### config.mk
export PLATFORM = sky130hd
export DESIGN_NAME = port_b_gpio
export DESIGN_NICKNAME = d
export VERILOG_FILES = /design/src/design/port_b_pkg.sv /design/src/design/pin_sync.sv /design/src/design/port_b_gpio.sv
export SDC_FILE = /design/constraint.sdc
export NUM_CORES = 1
export LEC_CHECK = 0
export BUFFER_PORTS_ARGS = -buffer_cell sky130_fd_sc_hd__buf_4
export CORE_ASPECT_RATIO = 2
export CORE_MARGIN = 4
export CORE_UTILIZATION = 45
export DETAILED_ROUTE_END_ITERATION = 6
export GPL_TIMING_DRIVEN = 0
export PLACE_DENSITY = 0.69
export SETUP_SLACK_MARGIN = 0.02
export SLEW_MARGIN = 20
export SYNTH_ARGS = -nofsm -noshare
export SYNTH_HDL_FRONTEND = slang
export SYNTH_SLANG_ARGS = --single-unit
### constraint.sdc
create_clock -name clk_sys_i -period 3.78 [get_ports clk_sys_i]
set_input_delay 0.756 -clock clk_sys_i [delete_from_list [all_inputs] [get_ports clk_sys_i]]
set_output_delay 0.756 -clock clk_sys_i [all_outputs]
set_load 0.02 [all_outputs]
### src/design/port_b_pkg.sv
// package: constants, register map and carriers for the port b gpio block
package port_b_pkg;

  // ****************************************************************
  // widths
  // ****************************************************************
  localparam int PORT_WIDTH = 8;
  localparam int ADDR_WIDTH = 2;
  localparam int SHARED_PINS = 5;
  localparam int PIN4_INDEX = 4;
  localparam int SYNC_STAGES = 3;

  // ****************************************************************
  // register offsets
  // ****************************************************************
  localparam logic [ADDR_WIDTH-1:0] OFFSET_DATA = 2'h0;
  localparam logic [ADDR_WIDTH-1:0] OFFSET_DIRECTION = 2'h1;
  localparam logic [ADDR_WIDTH-1:0] OFFSET_PULLDOWN_INHIBIT = 2'h2;

  // ****************************************************************
  // reset and fixed read values
  // ****************************************************************
  localparam logic [PORT_WIDTH-1:0] DIRECTION_RESET = 8'h00;
  localparam logic [PORT_WIDTH-1:0] PULLDOWN_INHIBIT_RESET = 8'h00;
  localparam logic [PORT_WIDTH-1:0] PULLDOWN_INHIBIT_READ = 8'h00;
  localparam logic [PORT_WIDTH-1:0] UNMAPPED_READ = 8'h00;
  localparam logic [PORT_WIDTH-1:0] RDATA_IDLE = 8'h00;
  localparam logic [PORT_WIDTH-1:0] SYNC_RESET = 8'h00;

  // ****************************************************************
  // carriers
  // ****************************************************************
  typedef struct packed {
    logic [ADDR_WIDTH-1:0] addr;
    logic [PORT_WIDTH-1:0] wdata;
    logic                  wr;
    logic                  rd;
  } bus_req_type;

  typedef struct packed {
    logic timer_output_level;
    logic comparator1_output;
    logic comparator1_output_enable;
    logic comparator_output_select;
    logic global_pulldown_disable;
  } share_in_type;

endpackage : port_b_pkg
### src/design/pin_sync.sv
// module: three-stage pin synchroniser with agreement filter
`timescale 1ns/1ps
module pin_sync #(
  parameter int WIDTH = 8
) (
  input  wire logic             clk_sys_i,
  input  wire logic             rst_i,
  input  wire logic             ce_i,
  input  wire logic [WIDTH-1:0] async_i,
  output logic      [WIDTH-1:0] level_o
);
  import port_b_pkg::*;

  // ****************************************************************
  // stages
  // ****************************************************************
  logic [WIDTH-1:0] stage1_reg;
  logic [WIDTH-1:0] stage2_reg;
  logic [WIDTH-1:0] stage3_reg;
  logic [WIDTH-1:0] level_reg;
  logic [WIDTH-1:0] agree;
  logic [WIDTH-1:0] level_next;

  // stage1 feeds stage2 only; the filter looks at stages 2 and 3
  assign agree      = ~(stage2_reg ^ stage3_reg);
  assign level_next = (agree & stage3_reg) | (~agree & level_reg);

  always_ff @(posedge clk_sys_i) begin
    if (rst_i) begin
      stage1_reg <= WIDTH'(SYNC_RESET);
      stage2_reg <= WIDTH'(SYNC_RESET);
      stage3_reg <= WIDTH'(SYNC_RESET);
      level_reg  <= WIDTH'(SYNC_RESET);
    end else if (ce_i) begin
      stage1_reg <= async_i;
      stage2_reg <= stage1_reg;
      stage3_reg <= stage2_reg;
      level_reg  <= level_next;
    end
  end

  assign level_o = level_reg;

endmodule : pin_sync

### src/design/port_b_gpio.sv
// module: port b gpio with shared analog, timer and comparator pins
`timescale 1ns/1ps
module port_b_gpio #(
  parameter int PORT_W = port_b_pkg::PORT_WIDTH
) (
  input  wire logic                             clk_sys_i,
  input  wire logic                             rst_i,
  input  wire logic                             ce_i,
  input  wire port_b_pkg::bus_req_type          bus_i,
  output logic      [port_b_pkg::PORT_WIDTH-1:0] rdata_o,
  input  wire port_b_pkg::share_in_type         share_i,
  input  wire logic [port_b_pkg::PORT_WIDTH-1:0] pin_i,
  output logic      [port_b_pkg::PORT_WIDTH-1:0] pin_o,
  output logic      [port_b_pkg::PORT_WIDTH-1:0] pin_oe_n_o,
  output logic      [port_b_pkg::PORT_WIDTH-1:0] pulldown_on_o,
  output logic      [port_b_pkg::SHARED_PINS-1:0] shared_in_o
);
  import port_b_pkg::*;

  // ****************************************************************
  // storage
  // ****************************************************************
  logic [PORT_WIDTH-1:0] data_reg;
  logic [PORT_WIDTH-1:0] data_next;
  logic [PORT_WIDTH-1:0] direction_reg;
  logic [PORT_WIDTH-1:0] direction_next;
  logic [PORT_WIDTH-1:0] inhibit_reg;
  logic [PORT_WIDTH-1:0] inhibit_next;
  logic [PORT_WIDTH-1:0] rdata_reg;
  logic [PORT_WIDTH-1:0] rdata_next;

  // ****************************************************************
  // decode
  // ****************************************************************
  wire hit_data      = (bus_i.addr == OFFSET_DATA);
  wire hit_direction = (bus_i.addr == OFFSET_DIRECTION);
  wire hit_inhibit   = (bus_i.addr == OFFSET_PULLDOWN_INHIBIT);
  wire wr_data       = bus_i.wr & hit_data;
  wire wr_direction  = bus_i.wr & hit_direction;
  wire wr_inhibit    = bus_i.wr & hit_inhibit;

  // ****************************************************************
  // pin sampling
  // ****************************************************************
  logic [PORT_WIDTH-1:0] pin_sample;

  // pins are asynchronous to the bus clock
  pin_sync #(
    .WIDTH (PORT_WIDTH)
  ) u_pin_sync (
    .clk_sys_i (clk_sys_i),
    .rst_i     (rst_i),
    .ce_i      (ce_i),
    .async_i   (pin_i),
    .level_o   (pin_sample)
  );

  // shared modules see the digital sample, pulldown loading is physical
  assign shared_in_o = pin_sample[SHARED_PINS-1:0];

  // ****************************************************************
  // pin 4 source mixing
  // ****************************************************************
  wire cmp_gated  = share_i.comparator_output_select
                  & share_i.comparator1_output_enable
                  & share_i.comparator1_output;
  wire pin4_drive = data_reg[PIN4_INDEX]
                  | share_i.timer_output_level
                  | cmp_gated;

  // ****************************************************************
  // per-pin output, pulldown and read selection
  // ****************************************************************
  logic [PORT_WIDTH-1:0] out_value;
  logic [PORT_WIDTH-1:0] read_value;

  generate
    for (genvar i = 0; i < PORT_WIDTH; i++) begin : g_bit
      if (i == PIN4_INDEX) begin : g_pin4
        assign out_value[i] = pin4_drive;
      end else begin : g_plain
        assign out_value[i] = data_reg[i];
      end
      // output mode reads the driven value, input mode the sampled level
      assign read_value[i] = direction_reg[i] ? out_value[i] : pin_sample[i];
    end
  endgenerate

  // undriven pins output zero so the latch is never seen while off
  assign pin_o      = out_value & direction_reg;
  assign pin_oe_n_o = ~direction_reg;

  // pulldown only for inputs, never when inhibited or globally off
  assign pulldown_on_o = share_i.global_pulldown_disable
                       ? {PORT_WIDTH{1'b0}}
                       : (~inhibit_reg & ~direction_reg);

  // ****************************************************************
  // register writes
  // ****************************************************************
  assign data_next      = wr_data ? bus_i.wdata : data_reg;
  assign direction_next = wr_direction ? bus_i.wdata : direction_reg;
  assign inhibit_next   = wr_inhibit ? bus_i.wdata : inhibit_reg;

  // ****************************************************************
  // read path
  // ****************************************************************
  // inhibit reads back a fixed zero: read-modify-write would corrupt it
  wire [PORT_WIDTH-1:0] read_mux = hit_data      ? read_value :
                                   hit_direction ? direction_reg :
                                   hit_inhibit   ? PULLDOWN_INHIBIT_READ :
                                   UNMAPPED_READ;

  // read data fall back to zero so a stale value never looks fresh
  assign rdata_next = bus_i.rd ? read_mux : RDATA_IDLE;

  // ****************************************************************
  // flip-flops
  // ****************************************************************
  // data latch keeps its value through reset
  always_ff @(posedge clk_sys_i) begin
    if (ce_i) begin
      data_reg <= data_next;
    end
  end

  always_ff @(posedge clk_sys_i) begin
    if (rst_i) begin
      direction_reg <= DIRECTION_RESET;
      inhibit_reg   <= PULLDOWN_INHIBIT_RESET;
      rdata_reg     <= RDATA_IDLE;
    end else if (ce_i) begin
      direction_reg <= direction_next;
      inhibit_reg   <= inhibit_next;
      rdata_reg     <= rdata_next;
    end
  end

  assign rdata_o = rdata_reg;
endmodule : port_b_gpio

==> flow_summary.yaml, run 1 <==
status:
  status: "finished clean"
timing:
  fin_tns_setup_ns: 0
  slew_headroom: 0.579
  rsz0062_at_grt: "no"
  finalHoldViolCount: 0
  layout_min_cycle_time_ns: 2.13
  drv_slew: 0
  setup_ws_ns: 1.65
  post-route-period-util: 0.564
  fmax_mhz: 469
  final-setup-viol-count: 0
  worst_pin_slew_ns: 0.630
  finalClockSkew_ns: 0.00617
critical_path:
  cp.required_ns: 3.02
  slowest_stage: "clkbuf_1"
  max_stage_delay_ns: 0.33
  crit_start: "share_i[0]"
  worstSetupPathType: "input port to primary output"
  cp_top_family: "buffers and inverters"
  r2r-start: "direction_reg[4]"
  start_kind: "input port"
  cp_data_arrival_time_ns: 1.37
  cp-end-kind: "primary output"
  crit_chain: "clkbuf_1 > nor3_1 > buf_4"
  crit_path_max_fanout: 8
  cp_num_buf_inv: 2
place:
  gp_routability_congestion: 0.748
  dp_hpwl_um: 4570
  postPlaceCellArea_mm2: 0.00313
  dp_slack_ns: 1.40
  portBuffers: 61
route:
  drtIter0Drc: 94
  postRouteAntennaNets: 0
  drtPass1Iterations: 4
  wire_per_inst_um: 14.4
  avgViaCountPerCell: 5.02
  via_count: 2093
  wl_um: 5990
  drc: 0
global_routing:
  grt_pass1_wl_um: 9530
  antenna_found_initial: 0
  grt_overflow: 0
  grt_max_degree: 11
  grt_pass1_vias: 1963
  track_usage: 0.183
synthesis:
  synth_edf_count: 8
  synth.distinct_cells: 25
  syn-cell-area_mm2: 0.00258
  synthTopCellsByCount: "56 x dfxtp_1, 40 x nand2_1, 25 x a21oi_1, 25 x nor2_1, 24 x o21ai_0"
  yosys.area.top_type: "dfxtp_1"
  synth_fp_nets: 308
  syn_avg_cell_area_um2: 9.23
  yosysMostFrequentCell: "dfxtp_1"
  ys_ff_latch: 64
  yosysWarnings: 0
  synthArstFlopShare: 0
  yosysSeqAreaShare: 0.527
  ys_top_cells_by_area: "dfxtp_1 43%, edfxtp_1 9.3%, mux2i_1 8.9%"
  synthFlopType: "dfxtp_1"
  yosysTopAreaCellShare: 0.434
  synth_cells: 280
power:
  power_density_mw_per_mm2: 410
  ir_drop_v: 0.000341
  finalPower_uw: 1350
  leakage_uw: 0.00144
cells_and_area:
  design_area_mm2: 0.00330
  postLayoutCoreUtil: 0.599
  num_antenna_cells: 0
  drive_gt1_frac: 0.255
  area_delta_synth_final_pct: 27.9
  num-nets-final: 381
  fill_cells: 523
floorplanning:
  die_x_um: 61.6
  placementRows: 38
  core_region_area_mm2: 0.00552
  start_util: 0.468
  die_area_mm2: 0.00709
  die_h_um: 115
  num_io_pins: 65
clock_network:
  cts_buffer_depth: 2
  cts_buffers: 9
  ctsResizeCount: 0
  cts_setup_buffers: 0
  cts-hold-fix-buffers: 0
  cts_sinks: 64
  cts_root_buf: "clkbuf_8"
  cts_tree: "built"
  clk_pin_slew_ns: 0.06
  clkLatencyLatePin_ns: 0.33
  htree_levels: 3
min_path:
  worstHoldStart: "inhibit_reg[0]"
  holdCritPathClass: "register to register"
run:
  max-cap-violations: 0
-- power breakdown --
part | total (uW) | switching (uW) | internal, uW
registers | 714 | 9.97 | 704
clock network | 521 | 232 | 289
logic | 118 | 65.4 | 53.1
-- per-stage QoR --
stage,instances,hold WS (ns)
finish,417,0.458
detailed placement,402,0.450
floorplan,280,0.437
CTS,417,0.459
global route,417,0.482
global placement,401,0.444
-- cell type report --
class / instances / area, um^2 / share of cell area
Timing Repair Buffer: 62 / 463 / 0.140
Inverter: 10 / 37.5 / 0.0114
Buffer: 21 / 111 / 0.0337
Clock buffer: 15 / 176 / 0.0534
Tap cell: 60 / 75.1 / 0.0227
Sequential cell: 64 / 1360 / 0.412
Multi-Input combinational cell: 185 / 1080 / 0.327
-- placed cells by master, fill, tap and decap left out, drive strengths merged --
cell / Yosys / final
and2: 8 / 8
a21o: 7 / 7
nor2b: 1 / 1
nor2: 25 / 25
mux2i: 23 / 23
dfxtp: 56 / 56
nand4: 1 / 1
nand2: 40 / 40
edfxtp: 8 / 8
nand4b: 2 / 2
nor3: 8 / 8
a41oi: 1 / 1
nor4b: 2 / 2
nand2b: 8 / 8
inv: 10 / 10
a21oi: 25 / 25
o21ai: 24 / 24
buf: 16 / 78
and4b: 2 / 2
a22o: 8 / 8
clkbuf: 5 / 20
-- logic make-up after synthesis --
kind of cell	Yosys count	synth area share
AND/OR/NAND/NOR	97	0.181
buffers and inverters	31	0.0576
multiplexers	23	0.0891
AO/OA/AOI/OAI	65	0.146
flip-flops	64	0.527
-- per-layer routing --
metal,share of wire,GRT usage,vias to the layer above
met5,0,0,-
met4,0.015,0.0680,0
met3,0.058,0.0551,8
met2,0.55,0.312,49
met1,0.38,0.208,940
li1,-,-,1096
-- worst register-to-register path, cell delays in order, from the launching register on --
cell and delay [ns]:
dfxtp_1 0.44, nand4_1 0.14, a41oi_1 0.24, a22o_1 0.16
-- final timing paths --
check	endpoint	slack, ns	cells past startpoint
worst max register to register	rdata_o[4]	2.75	3
worst min-delay path	inhibit_reg[0]	0.46	2
worst max-delay path	pulldown_on_o[4]	1.65	3
worst min register to register	inhibit_reg[0]	0.46	2
Power figures use the tool's default switching activity.
==> run 2: changes to the inputs <==
ABC_AREA = 1   (was default)
clock period = 2 ns   (was 3.78 ns; I/O delays follow)
==> flow_summary.yaml, run 2 <==
status:
  status: "finished clean"
route:
  wl_um: 6490
  met1Wirelength_um: 2610
  postRouteAntennaNets: 0
  via_count: 2356
  route.met2.wl_um: 3330
  wire_per_inst_um: 13.8
  drtPass1Iterations: 4
  met3_length_um: 318
  drc: 0
  drtIter0Drc: 65
  avgViaCountPerCell: 5.01
  highest_layer: "met4"
place:
  gp_routability_congestion: 0.858
  place_inst: 454
  portBuffers: 62
  dp_hpwl_um: 5010
  dp_slack_ns: 0.309
cells_and_area:
  layout_common_cells: "78 x nand2_1, 68 x buf_4, 56 x dfxtp_1"
  instances_no_fill: 470
  num-nets-final: 433
  fill_cells: 550
  drive_gt1_frac: 0.241
  area_delta_synth_final_pct: 28.7
  final_common_cell: "nand2_1"
  num_antenna_cells: 0
clock_network:
  cts_buffer_depth: 2
  clk_pin_slew_ns: 0.07
  ctsResizeCount: 0
  cts_tree: "built"
  cts_sinks: 64
  cts_setup_buffers: 0
  cts_root_buf: "clkbuf_8"
  htree_levels: 3
  clkLatencyLatePin_ns: 0.33
  cts_buffers: 9
  cts-hold-fix-buffers: 0
synthesis:
  yosysTopAreaCellShare: 0.436
  synth_fp_nets: 360
  ys_top_cells_by_area: "dfxtp_1 44%, nand2_1 11%, edfxtp_1 9.4%"
  ys_ff_latch: 64
  synthTopCellsByCount: "78 x nand2_1, 56 x dfxtp_1, 49 x nor2_1"
  synth_edf_count: 8
  synthFlopType: "dfxtp_1"
  syn-cell-area_mm2: 0.00257
  yosysMostFrequentCell: "nand2_1"
  yosysWarnings: 0
  synth_cells: 332
  yosys.area.top_type: "dfxtp_1"
  syn_avg_cell_area_um2: 7.74
  yosysSeqAreaShare: 0.530
  synth.distinct_cells: 21
  synthArstFlopShare: 0
timing:
  setup_ws_ns: 0.470
  final-setup-viol-count: 0
  rsz0062_at_grt: "no"
  slew_headroom: 0.492
  drv_slew: 0
  fin_tns_setup_ns: 0
  finalClockSkew_ns: 0.00855
  whs_ns: 0.259
  finalHoldViolCount: 0
  fmax_mhz: 654
  worst_pin_slew_ns: 0.759
  post-route-period-util: 0.765
  layout_min_cycle_time_ns: 1.53
power:
  swShare: 0.257
  ir_drop_v: 0.000763
  p_clk_frac: 0.395
  power_density_mw_per_mm2: 822
  finalPower_uw: 2720
  leakage_uw: 0.00157
  p_int_uw: 2020
  switchingPower_uw: 697
  p_seq_frac: 0.506
  power_frac_comb: 0.100
critical_path:
  critPathMostFrequentCell: "nand2_1"
  start_kind: "register"
  cp_num_buf_inv: 2
  max_stage_delay_ns: 0.36
  crit_path_max_fanout: 2
  crit_chain: "nor2_1 > nand2_1 > nand2_1 > inv_1 > buf_4"
  cp.required_ns: 1.60
  cp-end-kind: "primary output"
  slowest_stage: "edfxtp_1"
  worstSetupPathType: "register to primary output"
  cp_top_family: "flip-flops"
  cp_data_arrival_time_ns: 1.13
run:
  max-cap-violations: 0
global_routing:
  grt_pass1_wl_um: 10400
  grt_overflow: 0
  grt_max_degree: 13
  antenna_found_initial: 0
  track_usage: 0.198
  grt_pass1_vias: 2209
floorplanning:
  die_x_um: 61.4
  placementRows: 38
  core_region_area_mm2: 0.00547
  start_util: 0.470
  die_h_um: 115
  die_area_mm2: 0.00705
  num_io_pins: 65
min_path:
  holdCritPathClass: "input port to register"
## run 2: cell types whose count changed after synthesis, moves of 7 or more
| cell | previous run | this run |
|---|---|---|
| nand2_1 | 40 | 78 |
| mux2i_1 | 23 | 0 |
| nor2_1 | 25 | 49 |
| inv_1 | 9 | 19 |
| nand2b_1 | 8 | 0 |
| a22o_1 | 8 | 0 |
| and2_1 | 8 | 0 |
| o21bai_1 | 0 | 7 |
| o21ai_1 | 0 | 19 |
| a21oi_1 | 25 | 34 |
| a21o_1 | 7 | 0 |
## run 2: area by class of cell
| cell class | count | area [um^2] | share of cell area |
|---|---|---|---|
| sequential | 64 | 1360 | 0.412 |
| multi-input combinational | 224 | 1000 | 0.304 |
| clock buffer | 11 | 163 | 0.0492 |
| timing repair buffer | 62 | 465 | 0.141 |
| buffer | 19 | 106 | 0.0322 |
| tap | 60 | 75.1 | 0.0227 |
| inverter | 25 | 96.3 | 0.0291 |
| clock inverter | 5 | 33.8 | 0.0102 |
## run 2: kinds of logic (layout without fill, tap and decap cells)
family / after synthesis / after routing / synth area share
buffers and inverters: 44 / 122 / 0.0789
flip-flops: 64 / 64 / 0.530
AND/OR/NAND/NOR: 141 / 141 / 0.223
AO/OA/AOI/OAI: 83 / 83 / 0.169
## run 2: metrics by stage
step / cell area (um^2) / utilization
after global routing: 3310 / 0.605
after floorplan: 2570 / -
after global placement: 3110 / 0.569
after CTS: 3310 / 0.605
final: 3310 / 0.605
after detailed placement: 3110 / 0.569
## run 2: final timing paths
check	startpoint	endpoint	slack [ns]	cells past startpoint
worst max register to register	direction_reg[5]	rdata_o[5]	1.00	7
worst min-delay path	bus_i[2]	data_reg[0]	0.26	1
worst max-delay path	data_reg[4]	pin_o[4]	0.47	5
worst min register to register	rdata_o[0]	rdata_o[0]	0.46	2
## run 2: metal layers
metal / up-vias / GRT usage
li1: 1223 / -
met1: 1050 / 0.225
met2: 66 / 0.335
met3: 17 / 0.0393
met4: 0 / 0.106
met5: - / 0
## run 2: power groups by stage
stage | combinational (uW) | clock, uW | sequential [uW]
6_report | 271 | 1070 | 1370
5_1_grt | 300 | 1150 | 1380
4_1_cts | 273 | 1090 | 1370
3_5_place_dp | 271 | 0 | 1400
3_3_place_gp | 269 | 0 | 1400
2_1_floorplan | 151 | 0 | 1400
